### src/shared/updown_timer_pkg.sv
// constants, register map and field layouts of the up/down timer with compare/capture
package updown_timer_pkg;

    localparam int unsigned NUM_CC     = 2;
    localparam int unsigned CNT_W      = 16;
    localparam int unsigned ADDR_W     = 6;
    localparam int unsigned DATA_W     = 32;

    // byte offsets, one aligned word each
    localparam logic [ADDR_W-1:0] OFS_CTRL   = 6'h00;
    localparam logic [ADDR_W-1:0] OFS_STATUS = 6'h04;
    localparam logic [ADDR_W-1:0] OFS_MAX    = 6'h08;
    localparam logic [ADDR_W-1:0] OFS_COUNT  = 6'h0c;
    localparam logic [ADDR_W-1:0] OFS_FLAGS  = 6'h10;
    localparam logic [ADDR_W-1:0] OFS_IRQEN  = 6'h14;
    localparam logic [ADDR_W-1:0] OFS_CCCTL0 = 6'h18;
    localparam logic [ADDR_W-1:0] OFS_CCCTL1 = 6'h1c;
    localparam logic [ADDR_W-1:0] OFS_CCDAT0 = 6'h20;
    localparam logic [ADDR_W-1:0] OFS_CCDAT1 = 6'h24;

    // counter_control_reg fields
    localparam int unsigned CTL_MODEN  = 0;
    localparam int unsigned CTL_PRESET = 1;
    localparam int unsigned CTL_RUN    = 2;
    localparam int unsigned CTL_SINGLE = 3;
    localparam int unsigned CTL_DIR_LO = 4;
    // counter_status_reg fields
    localparam int unsigned STS_ACTIVE = 0;
    localparam int unsigned STS_UP     = 1;
    // flag / enable layout
    localparam int unsigned FLG_CC     = 0;   // bits 1:0
    localparam int unsigned FLG_TOP    = 2;
    localparam int unsigned FLG_BOTTOM = 3;
    localparam int unsigned FLG_OVR    = 4;   // bits 5:4
    localparam int unsigned FLG_W      = 6;

    localparam logic [CNT_W-1:0] CNT_ZERO  = 16'h0000;
    localparam logic [CNT_W-1:0] CNT_ONE   = 16'h0001;
    localparam logic [CNT_W-1:0] MAX_RESET = 16'hffff;

    typedef enum logic [1:0] {
        DIR_UP     = 2'b00,
        DIR_DOWN   = 2'b01,
        DIR_UPDOWN = 2'b10,
        DIR_RSVD   = 2'b11
    } direction_mode_e;

    typedef enum logic [2:0] {
        BUF_ON_WRITE = 3'b000,
        BUF_AT_ZERO  = 3'b001,
        BUF_AT_MAX   = 3'b010,
        BUF_AT_EITHER= 3'b011,
        BUF_WHEN_IDLE= 3'b100
    } buffer_load_timing_e;

    typedef enum logic [1:0] {
        EDGE_NONE    = 2'b00,
        EDGE_RISE    = 2'b01,
        EDGE_FALL    = 2'b10,
        EDGE_BOTH    = 2'b11
    } trigger_edge_e;

    // trigger sources: the line, tied low, software low, software high
    localparam logic [1:0] SRC_LINE    = 2'h0;
    localparam logic [1:0] SRC_SW_HIGH = 2'h3;

    // circuit_control_reg layout (bits 7:0)
    typedef struct packed {
        logic [1:0] trigger_edge_select;   // bits 7:6
        logic [1:0] trigger_source_select; // bits 5:4
        logic [2:0] buffer_load_timing;    // bits 3:1
        logic       circuit_mode_select;   // bit 0: 0 compare, 1 capture
    } circuit_ctrl_s;
    localparam int unsigned CCTL_W = 8;

endpackage

### src/verilog/updown_timer_compare_capture.sv
// 16-bit up/down counter with two compare/capture circuits behind an avalon-mm slave
//
// How it works
// status bit counting_active reads 1 while counting, 0 while idle.
// status direction bit reads 1 when counting up, 0 when counting down.
// repeat up counts to max, wraps to zero, runs until run cleared.
// one-shot up wraps to zero after max and then halts.
// up count: larger max continues; max below count clears to zero.
// repeat down counts to zero, reloads max on underflow, continues.
// in down count a changed max is used only at next reload.
// one-shot down reloads max on underflow and then stops.
// repeat up/down alternates zero to max and max back to zero.
// max changed during descent: finish to zero, then climb to new max.
// one-shot up/down stops on reaching zero while descending.
// per-circuit mode bit: 0 comparator, 1 capture.
// comparator match with buffered value pulses match and sets circuit flag.
// top flag set on reaching max, bottom flag on reaching zero.
// shared line is timer output in compare, trigger input in capture.
// compare buffer loads from data register at time chosen by 3-bit code.
// capture uses 2-bit trigger source and 2-bit edge select fields.
// selected edge while counting captures count and sets circuit flag.
// capture while circuit flag still set raises overrun flag.
// compare interval cc+1 up, max-cc+1 down; cycle max+1 clocks in up or down count, 2*max in up/down.
// one-shot stop clears run control automatically.
// flags clear by writing 1; irq only for set and enabled flags.
// direction 0 up, 1 down, 2 up/down, 3 reserved; single-pass bit.
// buffer code 0 loads on write, codes 1-3 at zero/max events or while idle, code 4 only while idle.
// status, flags and count change only on clock edges.
`timescale 1ns/1ps
module updown_timer_compare_capture
    import updown_timer_pkg::*;
(
    input  wire logic                 mclk,
    input  wire logic                 rstn,
    input  wire logic [ADDR_W-1:0]    avs_address,
    input  wire logic                 avs_read,
    input  wire logic                 avs_write,
    input  wire logic [DATA_W-1:0]    avs_writedata,
    input  wire logic [3:0]           avs_byteenable,
    output logic      [DATA_W-1:0]    avs_readdata,
    output logic                      avs_waitrequest,
    input  wire logic [NUM_CC-1:0]    cc_line_in,
    output logic      [NUM_CC-1:0]    cc_line_out,
    output logic      [NUM_CC-1:0]    cc_line_oe,
    output logic      [NUM_CC-1:0]    match_q,
    output logic                      irq_q
);

    // ---------------- bus slave ----------------
    logic                    wait_q;
    logic                    wr_en;
    logic [15:0]             wmask;
    logic [15:0]             wdata16;
    logic [DATA_W-1:0]       rdata_d;

    // one wait cycle per access: the access completes at the edge where wait is low
    always_ff @(posedge mclk or negedge rstn) begin
        if (!rstn) begin
            wait_q <= 1'b1;
        end else if ((avs_read || avs_write) && wait_q) begin
            wait_q <= 1'b0;
        end else begin
            wait_q <= 1'b1;
        end
    end
    assign avs_waitrequest = wait_q;
    assign wr_en   = avs_write && !wait_q;
    assign wmask   = {{8{avs_byteenable[1]}}, {8{avs_byteenable[0]}}};
    assign wdata16 = avs_writedata[15:0] & wmask;

    // ---------------- control registers ----------------
    logic                    moden_q;
    logic                    run_q;
    logic                    single_q;
    direction_mode_e         dir_q;
    logic [CNT_W-1:0]        max_q;
    logic [FLG_W-1:0]        irqen_q;
    circuit_ctrl_s           cctl_q [NUM_CC];
    logic                    stop_evt;
    logic                    preset_req;
    logic                    run_wr;

    assign run_wr     = wr_en && (avs_address == OFS_CTRL) && avs_byteenable[0];
    assign preset_req = run_wr && avs_writedata[CTL_PRESET]
                        && (avs_writedata[CTL_MODEN] || moden_q);

    always_ff @(posedge mclk or negedge rstn) begin
        if (!rstn) begin
            moden_q  <= 1'b0;
            single_q <= 1'b0;
            dir_q    <= DIR_UP;
        end else if (run_wr) begin
            moden_q  <= avs_writedata[CTL_MODEN];
            single_q <= avs_writedata[CTL_SINGLE];
            dir_q    <= direction_mode_e'(avs_writedata[CTL_DIR_LO +: 2]);
        end
    end

    // a software write wins over the automatic stop in the same cycle
    always_ff @(posedge mclk or negedge rstn) begin
        if (!rstn) begin
            run_q <= 1'b0;
        end else if (run_wr) begin
            run_q <= avs_writedata[CTL_RUN] && (avs_writedata[CTL_MODEN] || moden_q);
        end else if (stop_evt) begin
            run_q <= 1'b0;
        end
    end

    always_ff @(posedge mclk or negedge rstn) begin
        if (!rstn) begin
            max_q <= MAX_RESET;
        end else if (wr_en && avs_address == OFS_MAX) begin
            max_q <= (max_q & ~wmask) | wdata16;
        end
    end

    always_ff @(posedge mclk or negedge rstn) begin
        if (!rstn) begin
            irqen_q <= '0;
        end else if (wr_en && avs_address == OFS_IRQEN && avs_byteenable[0]) begin
            irqen_q <= avs_writedata[FLG_W-1:0];
        end
    end

    // ---------------- counter ----------------
    logic [CNT_W-1:0]        cnt_q;
    logic [CNT_W-1:0]        cnt_d;
    logic                    up_q;
    logic                    up_d;
    logic                    counting;
    logic                    top_evt;
    logic                    bottom_evt;

    assign counting = run_q && moden_q && (dir_q != DIR_RSVD);

    always_comb begin
        cnt_d    = cnt_q;
        up_d     = up_q;
        stop_evt = 1'b0;
        if (preset_req) begin
            cnt_d = (avs_writedata[CTL_DIR_LO +: 2] == DIR_DOWN) ? max_q : CNT_ZERO;
            up_d  = (avs_writedata[CTL_DIR_LO +: 2] != DIR_DOWN);
        end else if (counting) begin
            unique case (dir_q)
                DIR_UP: begin
                    up_d = 1'b1;
                    if (cnt_q > max_q) begin
                        cnt_d = CNT_ZERO;
                    end else if (cnt_q == max_q) begin
                        cnt_d    = CNT_ZERO;
                        stop_evt = single_q;
                    end else begin
                        cnt_d = cnt_q + CNT_ONE;
                    end
                end
                DIR_DOWN: begin
                    up_d = 1'b0;
                    if (cnt_q == CNT_ZERO) begin
                        cnt_d    = max_q;
                        stop_evt = single_q;
                    end else begin
                        cnt_d = cnt_q - CNT_ONE;
                    end
                end
                DIR_UPDOWN: begin
                    if (up_q) begin
                        if (cnt_q > max_q) begin
                            cnt_d = CNT_ZERO;
                        end else if (cnt_q == max_q) begin
                            up_d     = 1'b0;
                            cnt_d    = (max_q == CNT_ZERO) ? CNT_ZERO : cnt_q - CNT_ONE;
                            stop_evt = single_q && (max_q == CNT_ZERO);
                        end else begin
                            cnt_d = cnt_q + CNT_ONE;
                        end
                    end else begin
                        if (cnt_q == CNT_ZERO) begin
                            up_d  = 1'b1;
                            cnt_d = (max_q == CNT_ZERO) ? CNT_ZERO : CNT_ONE;
                        end else begin
                            cnt_d    = cnt_q - CNT_ONE;
                            stop_evt = single_q && (cnt_q == CNT_ONE);
                        end
                    end
                end
                default: begin
                    cnt_d = cnt_q;
                end
            endcase
        end
    end

    always_ff @(posedge mclk or negedge rstn) begin
        if (!rstn) begin
            cnt_q <= CNT_ZERO;
            up_q  <= 1'b1;
        end else begin
            cnt_q <= cnt_d;
            up_q  <= up_d;
        end
    end

    // events mark the count arriving at max or zero; max+1 clocks apart per pass in up or down count
    assign top_evt    = counting && (cnt_d == max_q) && (cnt_q != cnt_d);
    assign bottom_evt = counting && (cnt_d == CNT_ZERO) && (cnt_q != cnt_d);

    // ---------------- flags ----------------
    logic                    flg_wr;
    logic [FLG_W-1:0]        clr;
    logic [NUM_CC-1:0]       cc_flag_q;
    logic [NUM_CC-1:0]       ovr_flag_q;
    logic                    top_flag_q;
    logic                    bottom_flag_q;
    logic [FLG_W-1:0]        flags;

    assign flg_wr = wr_en && (avs_address == OFS_FLAGS) && avs_byteenable[0];
    assign clr    = flg_wr ? avs_writedata[FLG_W-1:0] : '0;
    assign flags  = {ovr_flag_q, bottom_flag_q, top_flag_q, cc_flag_q};

    // set wins over a clear written in the same cycle
    always_ff @(posedge mclk or negedge rstn) begin
        if (!rstn) begin
            top_flag_q    <= 1'b0;
            bottom_flag_q <= 1'b0;
        end else begin
            top_flag_q    <= (top_flag_q & ~clr[FLG_TOP]) | top_evt;
            bottom_flag_q <= (bottom_flag_q & ~clr[FLG_BOTTOM]) | bottom_evt;
        end
    end

    always_ff @(posedge mclk or negedge rstn) begin
        if (!rstn) begin
            irq_q <= 1'b0;
        end else begin
            irq_q <= |(flags & irqen_q);
        end
    end

    // ---------------- compare / capture circuits ----------------
    logic [CNT_W-1:0]        ccdat_q [NUM_CC];
    logic [CNT_W-1:0]        cbuf_q  [NUM_CC];

    for (genvar m = 0; m < NUM_CC; m++) begin : g_cc
        logic             cctl_wr;
        logic             dat_wr;
        logic             is_cap;
        logic             trig;
        logic             trig_prev_q;
        logic             edge_hit;
        logic             cap_evt;
        logic             cmp_evt;
        logic             buf_load;
        buffer_load_timing_e bmode;

        assign cctl_wr = wr_en && avs_byteenable[0]
                         && (avs_address == (OFS_CCCTL0 + ADDR_W'(4 * m)));
        assign dat_wr  = wr_en && (avs_address == (OFS_CCDAT0 + ADDR_W'(4 * m)));
        assign is_cap  = cctl_q[m].circuit_mode_select;
        assign bmode   = buffer_load_timing_e'(cctl_q[m].buffer_load_timing);

        always_ff @(posedge mclk or negedge rstn) begin
            if (!rstn) begin
                cctl_q[m] <= '0;
            end else if (cctl_wr) begin
                cctl_q[m] <= circuit_ctrl_s'(avs_writedata[CCTL_W-1:0]);
            end
        end

        // trigger source: the line, tied low, or a software-driven level
        always_comb begin
            unique case (cctl_q[m].trigger_source_select)
                SRC_LINE:    trig = cc_line_in[m];
                SRC_SW_HIGH: trig = 1'b1;
                default:     trig = 1'b0;
            endcase
        end

        always_ff @(posedge mclk or negedge rstn) begin
            if (!rstn) begin
                trig_prev_q <= 1'b0;
            end else begin
                trig_prev_q <= trig;
            end
        end

        always_comb begin
            unique case (trigger_edge_e'(cctl_q[m].trigger_edge_select))
                EDGE_RISE: edge_hit = trig && !trig_prev_q;
                EDGE_FALL: edge_hit = !trig && trig_prev_q;
                EDGE_BOTH: edge_hit = trig ^ trig_prev_q;
                EDGE_NONE: edge_hit = 1'b0;
            endcase
        end

        assign cap_evt = is_cap && counting && edge_hit;
        // the buffered value is compared, so with a deferred load code a mid-period write cannot cut a cycle short
        assign cmp_evt = !is_cap && counting && (cnt_q == cbuf_q[m]);

        // codes 1-3 defer the load to count boundaries and code 4 to idle time (mid-count
        // writes would otherwise distort a pwm duty cycle)
        always_comb begin
            unique case (bmode)
                BUF_ON_WRITE:  buf_load = 1'b1;
                BUF_AT_ZERO:   buf_load = bottom_evt || !counting;
                BUF_AT_MAX:    buf_load = top_evt || !counting;
                BUF_AT_EITHER: buf_load = bottom_evt || top_evt || !counting;
                BUF_WHEN_IDLE: buf_load = !counting;
                default:       buf_load = 1'b0;
            endcase
        end

        always_ff @(posedge mclk or negedge rstn) begin
            if (!rstn) begin
                cbuf_q[m] <= CNT_ZERO;
            end else if (buf_load) begin
                cbuf_q[m] <= ccdat_q[m];
            end
        end

        // a capture wins over a software write in the same cycle
        always_ff @(posedge mclk or negedge rstn) begin
            if (!rstn) begin
                ccdat_q[m] <= CNT_ZERO;
            end else if (cap_evt) begin
                ccdat_q[m] <= cnt_q;
            end else if (dat_wr) begin
                ccdat_q[m] <= (ccdat_q[m] & ~wmask) | wdata16;
            end
        end

        always_ff @(posedge mclk or negedge rstn) begin
            if (!rstn) begin
                cc_flag_q[m]  <= 1'b0;
                ovr_flag_q[m] <= 1'b0;
            end else begin
                cc_flag_q[m]  <= (cc_flag_q[m] & ~clr[FLG_CC + m]) | cmp_evt | cap_evt;
                ovr_flag_q[m] <= (ovr_flag_q[m] & ~clr[FLG_OVR + m])
                                 | (cap_evt && cc_flag_q[m]);
            end
        end

        always_ff @(posedge mclk or negedge rstn) begin
            if (!rstn) begin
                match_q[m]     <= 1'b0;
                cc_line_out[m] <= 1'b0;
                cc_line_oe[m]  <= 1'b0;
            end else begin
                match_q[m]     <= cmp_evt;
                cc_line_oe[m]  <= !is_cap;
                if (is_cap) begin
                    cc_line_out[m] <= 1'b0;
                end else if (cmp_evt) begin
                    cc_line_out[m] <= !cc_line_out[m];
                end
            end
        end
    end

    // ---------------- read mux ----------------
    always_comb begin
        rdata_d = '0;
        unique case (avs_address)
            OFS_CTRL: begin
                rdata_d[CTL_MODEN]         = moden_q;
                rdata_d[CTL_RUN]           = run_q;
                rdata_d[CTL_SINGLE]        = single_q;
                rdata_d[CTL_DIR_LO +: 2]   = dir_q;
            end
            OFS_STATUS: begin
                rdata_d[STS_ACTIVE] = counting;
                rdata_d[STS_UP]     = up_q;
            end
            OFS_MAX:    rdata_d[CNT_W-1:0]  = max_q;
            OFS_COUNT:  rdata_d[CNT_W-1:0]  = cnt_q;
            OFS_FLAGS:  rdata_d[FLG_W-1:0]  = flags;
            OFS_IRQEN:  rdata_d[FLG_W-1:0]  = irqen_q;
            OFS_CCCTL0: rdata_d[CCTL_W-1:0] = cctl_q[0];
            OFS_CCCTL1: rdata_d[CCTL_W-1:0] = cctl_q[1];
            OFS_CCDAT0: rdata_d[CNT_W-1:0]  = ccdat_q[0];
            OFS_CCDAT1: rdata_d[CNT_W-1:0]  = ccdat_q[1];
            default:    rdata_d = '0;
        endcase
    end

    always_ff @(posedge mclk or negedge rstn) begin
        if (!rstn) begin
            avs_readdata <= '0;
        end else if (avs_read && wait_q) begin
            avs_readdata <= rdata_d;
        end
    end

endmodule // updown_timer_compare_capture

### config.mk
export PLATFORM = sky130hd
export DESIGN_NAME = updown_timer_compare_capture
export DESIGN_NICKNAME = d
export VERILOG_FILES = /design/src/shared/updown_timer_pkg.sv /design/src/verilog/updown_timer_compare_capture.sv
export SDC_FILE = /design/constraint.sdc
export NUM_CORES = 1
export LEC_CHECK = 0
export BUFFER_PORTS_ARGS = -buffer_cell sky130_fd_sc_hd__buf_2
export CORE_MARGIN = 2
export CORE_UTILIZATION = 30
export DETAILED_ROUTE_END_ITERATION = 8
export SLEW_MARGIN = 20
export SYNTH_ARGS = -nofsm -noshare
export SYNTH_HDL_FRONTEND = slang
export SYNTH_SLANG_ARGS = --single-unit
### constraint.sdc
create_clock -name mclk -period 5.6 [get_ports mclk]
set_input_delay 0.28 -clock mclk [delete_from_list [all_inputs] [get_ports mclk]]
set_output_delay 0.28 -clock mclk [all_outputs]
set_load 0.02 [all_outputs]
* Word-level counts from Yosys, hierarchy flattened *
Cells that the tools add are included.

storage, ports and cells
  output and inout bits = 40
  flip-flop bits (word level) = 156
  bits of input ports = 48
  word-level logic and storage cells = 236

cells by class
  muxes and demuxes = 53
  $lt $le $gt $ge = 1
  reduce and logical (&&, ||, !) cells = 76
  eq/ne operators = 36
  bitwise gates (word level) = 31
  add/sub/neg operators = 2

operator list
  operator               number
  $mux 16                15
  $and 16x16->16         4
  $eq 16x16->1           4
  $logic_not 16->1       3
  $or 16x16->16          3
  $pmux 16 s3            1
  $logic_and 1x1->1      40
  $pmux 4 s9             1
  $pmux 8 s4             1
  $eq 6x5->1 const B     4
  $mux 1                 23
  $add 16x1->16 const B  1
  $eq 16x1->1 const B    1
  $gt 16x16->1           1
  $ne 16x16->1           1
  $not 16->16            1
  $sub 16x1->16 const B  1
  $eq 2x2->1 const B     7
  $eq 3x2->1 const B     4
  $eq 6x4->1 const B     2
  $eq 6x6->1 const B     2
  $pmux 2 s6             1
  $reduce_bool 2->1      6
  $logic_not 1->1        10
  25 further kinds       62

* Logic depth before layout (Yosys ltp) *
  word-level depth = 14
  mapped depth = 18

* Worst setup path before layout *
OpenSTA, ideal clock, no wires.

  kind = flip-flop to flip-flop
  from = register (tool-made name)
  to = register cbuf_q[10] (netlist name)
  arrival time = 4.337 ns
  cell stages (with the launch flop) = 18
  period minus slack after synthesis = 4.462 ns
  path buffers = 4
  required time = 5.475 ns
  path slack = 1.138 ns
  cell sequence = dfstp_2 -> clkbuf_1 -> inv_1 -> ha_1 -> nand4_2 -> a2111o_1 -> buf_2 -> and4_1 -> buf_2 -> a2111oi_4 -> o32ai_1 -> a311oi_1 -> o2111ai_1 -> a2111oi_4 -> nand4b_2 -> o221ai_4 -> buf_12 -> mux2_4

RTL lines
  item                            RTL line                             text
  end signal: indexed assignment  updown_timer_compare_capture.sv:317  cbuf_q[m] <= ccdat_q[m];
  end: declaration                updown_timer_compare_capture.sv:242  logic [CNT_W-1:0] cbuf_q [NUM_CC];

==> impl_metrics.yaml <==
outcome:
  status: "completed"
placed_design:
  dp_hpwl_mm: 32.7
  io_buffers: 53
  dp.cells: 1800
  place_congestion: 0.958
route:
  via_per_inst: 5.88
  firstDrtPassIters: 5
  drt-wirelength-per-cell_um: 24.2
  wirelength_mm: 44.4
  drc_errors: 0
  final_antenna_net_count: 0
  drt_iter0_markers: 1407
  vias: 10800
grt:
  globalRouteOverflowTotal: 0
  antenna_found_initial: 0
  grt_usage: 0.229
  grt_pass1_wl_mm: 66.9
  grt_pass1_vias: 10500
  grt_max_degree: 96
power_and_ir_drop:
  peakVddDrop_v: 0.000214
  total_power_mw: 2.94
  total_leakage_power_nw: 5.66
  powerDensity_mw_per_mm2: 228
yosys:
  synth-edff-count: 0
  async_flop_share: 1.00
  synthTopCellsByArea: "dfrtp_1 (31%), mux2_2 (4.8%), a21oi_1 (4.6%)"
  yosys.area.top_type: "dfrtp_1"
  avgSynthCellArea_sq_um: 8.97
  synth.cell_area_sq_mm: 0.0113
  ys.flop_type: "dfrtp_1"
  ys.warnings.count: 0
  ys_ff_latch: 156
  ys_types: 91
  synthMostInstantiatedCell: "dfrtp_1"
  ys_seq_area_frac: 0.347
  syn_inst: 1262
  synth_top_cells_by_count: "dfrtp_1 (138), nor2_1 (117), a21oi_1 (105)"
  synth_top_area_share: 0.305
die:
  die_area_sq_mm: 0.0393
  start_util: 0.303
  std_cell_rows: 71
  die_w_um: 198
  core_area_sq_mm: 0.0374
  io_pins: 88
  die_y_um: 198
timing:
  finClkSkew_ps: 12.7
  finalCritPeriodShare: 0.947
  worst_pin_slew_ps: 1050
  drv_slew: 0
  period_needed_ps: 5300
  final.setup.tns_ps: 0
  finalSetupViolCount: 0
  rsz0062_at_grt: "false"
  hold_viol: 0
  fmaxAchievable_mhz: 189
  maxSlewHeadroom: 0.294
cts:
  clk_transition_reported_paths_ps: 60
  ctsHtreeMaxLevel: 4
  cts_tree: "yes"
  cts_buffers: 17
  cts_sinks: 156
  clk_latency_ps: 430
  max-clock-path-buffers: 2
  root_buffer: "clkbuf_16"
  post_cts_buffers: 0
setup_path:
  crit_path_max_fanout: 16
  crit_path_start_kind: "register"
  crit_type: "register to register"
  cp.required_ps: 5910
  worstSetupEndpointType: "register"
  cp.arrival_ps: 5620
cells_and_area:
  drive_gt1_frac: 0.213
  fillers: 3882
  fin_nets: 1385
  antenna_cells: 0
  syn_to_final_growth_pct: 13.7
  finalNonFillerCells: 1834
hold_path:
  worstHoldPathType: "primary input to register"
job:
  cap_viol_max_count: 0
## logic make-up after synthesis
group	after synthesis	synth area share
flip-flops	156	0.347
multiplexers	84	0.0884
XOR/XNOR	63	0.0487
other	1	0.000331
buffers and inverters	147	0.0618
AND/OR/NAND/NOR	407	0.191
AO/OA/AOI/OAI	377	0.233
adder cells (fa/ha/maj)	27	0.0298
## layer usage
metal,part of all wire,vias to the layer above,track usage
li1,-,4753,-
met5,0,-,0
met2,0.46,558,0.369
met3,0.075,114,0.0365
met1,0.42,5368,0.301
met4,0.043,0,0.102
## path summary, 6_finish.rpt
path	slack (ps)	cells past startpoint	start	endpoint
min	50	2	avs_write	avs_waitrequest
min in group asynchronous	480	2	rstn	g_cc[0].trig_prev_q
min reg2reg	480	1	avs_readdata[3]	avs_readdata[3]
max reg2reg	300	14	register	cbuf_q[18]
max	300	14	register	cbuf_q[18]
max in group asynchronous	3750	3	rstn	cbuf_q[3]
## layout make-up
cell class / count / area [sq um] / area share
clock inverters: 12 / 110 / 0.00855
repair buffers: 124 / 835 / 0.0648
flip-flops and latches: 156 / 3930 / 0.305
inverters: 37 / 139 / 0.0108
multi-input cells: 974 / 6780 / 0.526
clock buffers: 20 / 447 / 0.0347
well taps: 511 / 639 / 0.0497
## report_power, final
| group | switching, mW | total (mW) | leakage (nW) | internal (mW) |
|---|---|---|---|---|
| Clock | 0.485 | 1.11 | 0.275 | 0.627 |
| Combinational | 0.355 | 0.554 | 3.33 | 0.199 |
| Sequential | 0.0730 | 1.27 | 2.06 | 1.20 |
## what timing repair did
action                    in CTS  in global routing
hold buffers                   2                  0
hold endpoints to repair      48                  0
resized for setup              0                  0
## stage by stage
stage	worst slack [ps]	util	hold WS (ps)	area (sq um)
CTS	463	0.344	49.5	12900
finish	299	0.344	53.9	12900
detailed placement	461	0.328	428	12300
global placement	517	0.328	424	12300
global route	152	0.344	79.0	12900
floorplan	1140	-	-15.6	11400
## cell usage in the layout, fill, tap and decap left out, types with 27 or more instances in the layout
master   instances
inv_1           36
nand2_1         91
mux2_2          48
buf_2           52
xnor2_1         27
ha_1            27
o21ai_0         67
nor2_1         117
dfrtp_1        138
xor2_1          36
nand3_1         36
a21oi_1        105
buf_4           67
## worst max-delay path, cell delays in order (launching register included)
cell      delay (ps)
dfstp_2          630
inv_1             80
ha_1             300
nand4_1          360
a2111o_1         580
and4_1           420
nor2b_1          220
o31ai_1          710
o32ai_1          230
nor4_1           410
buf_4            190
nand4b_2         210
o221ai_4         250
buf_12           220
mux2_2           350
(Power assumes the default switching activity.)
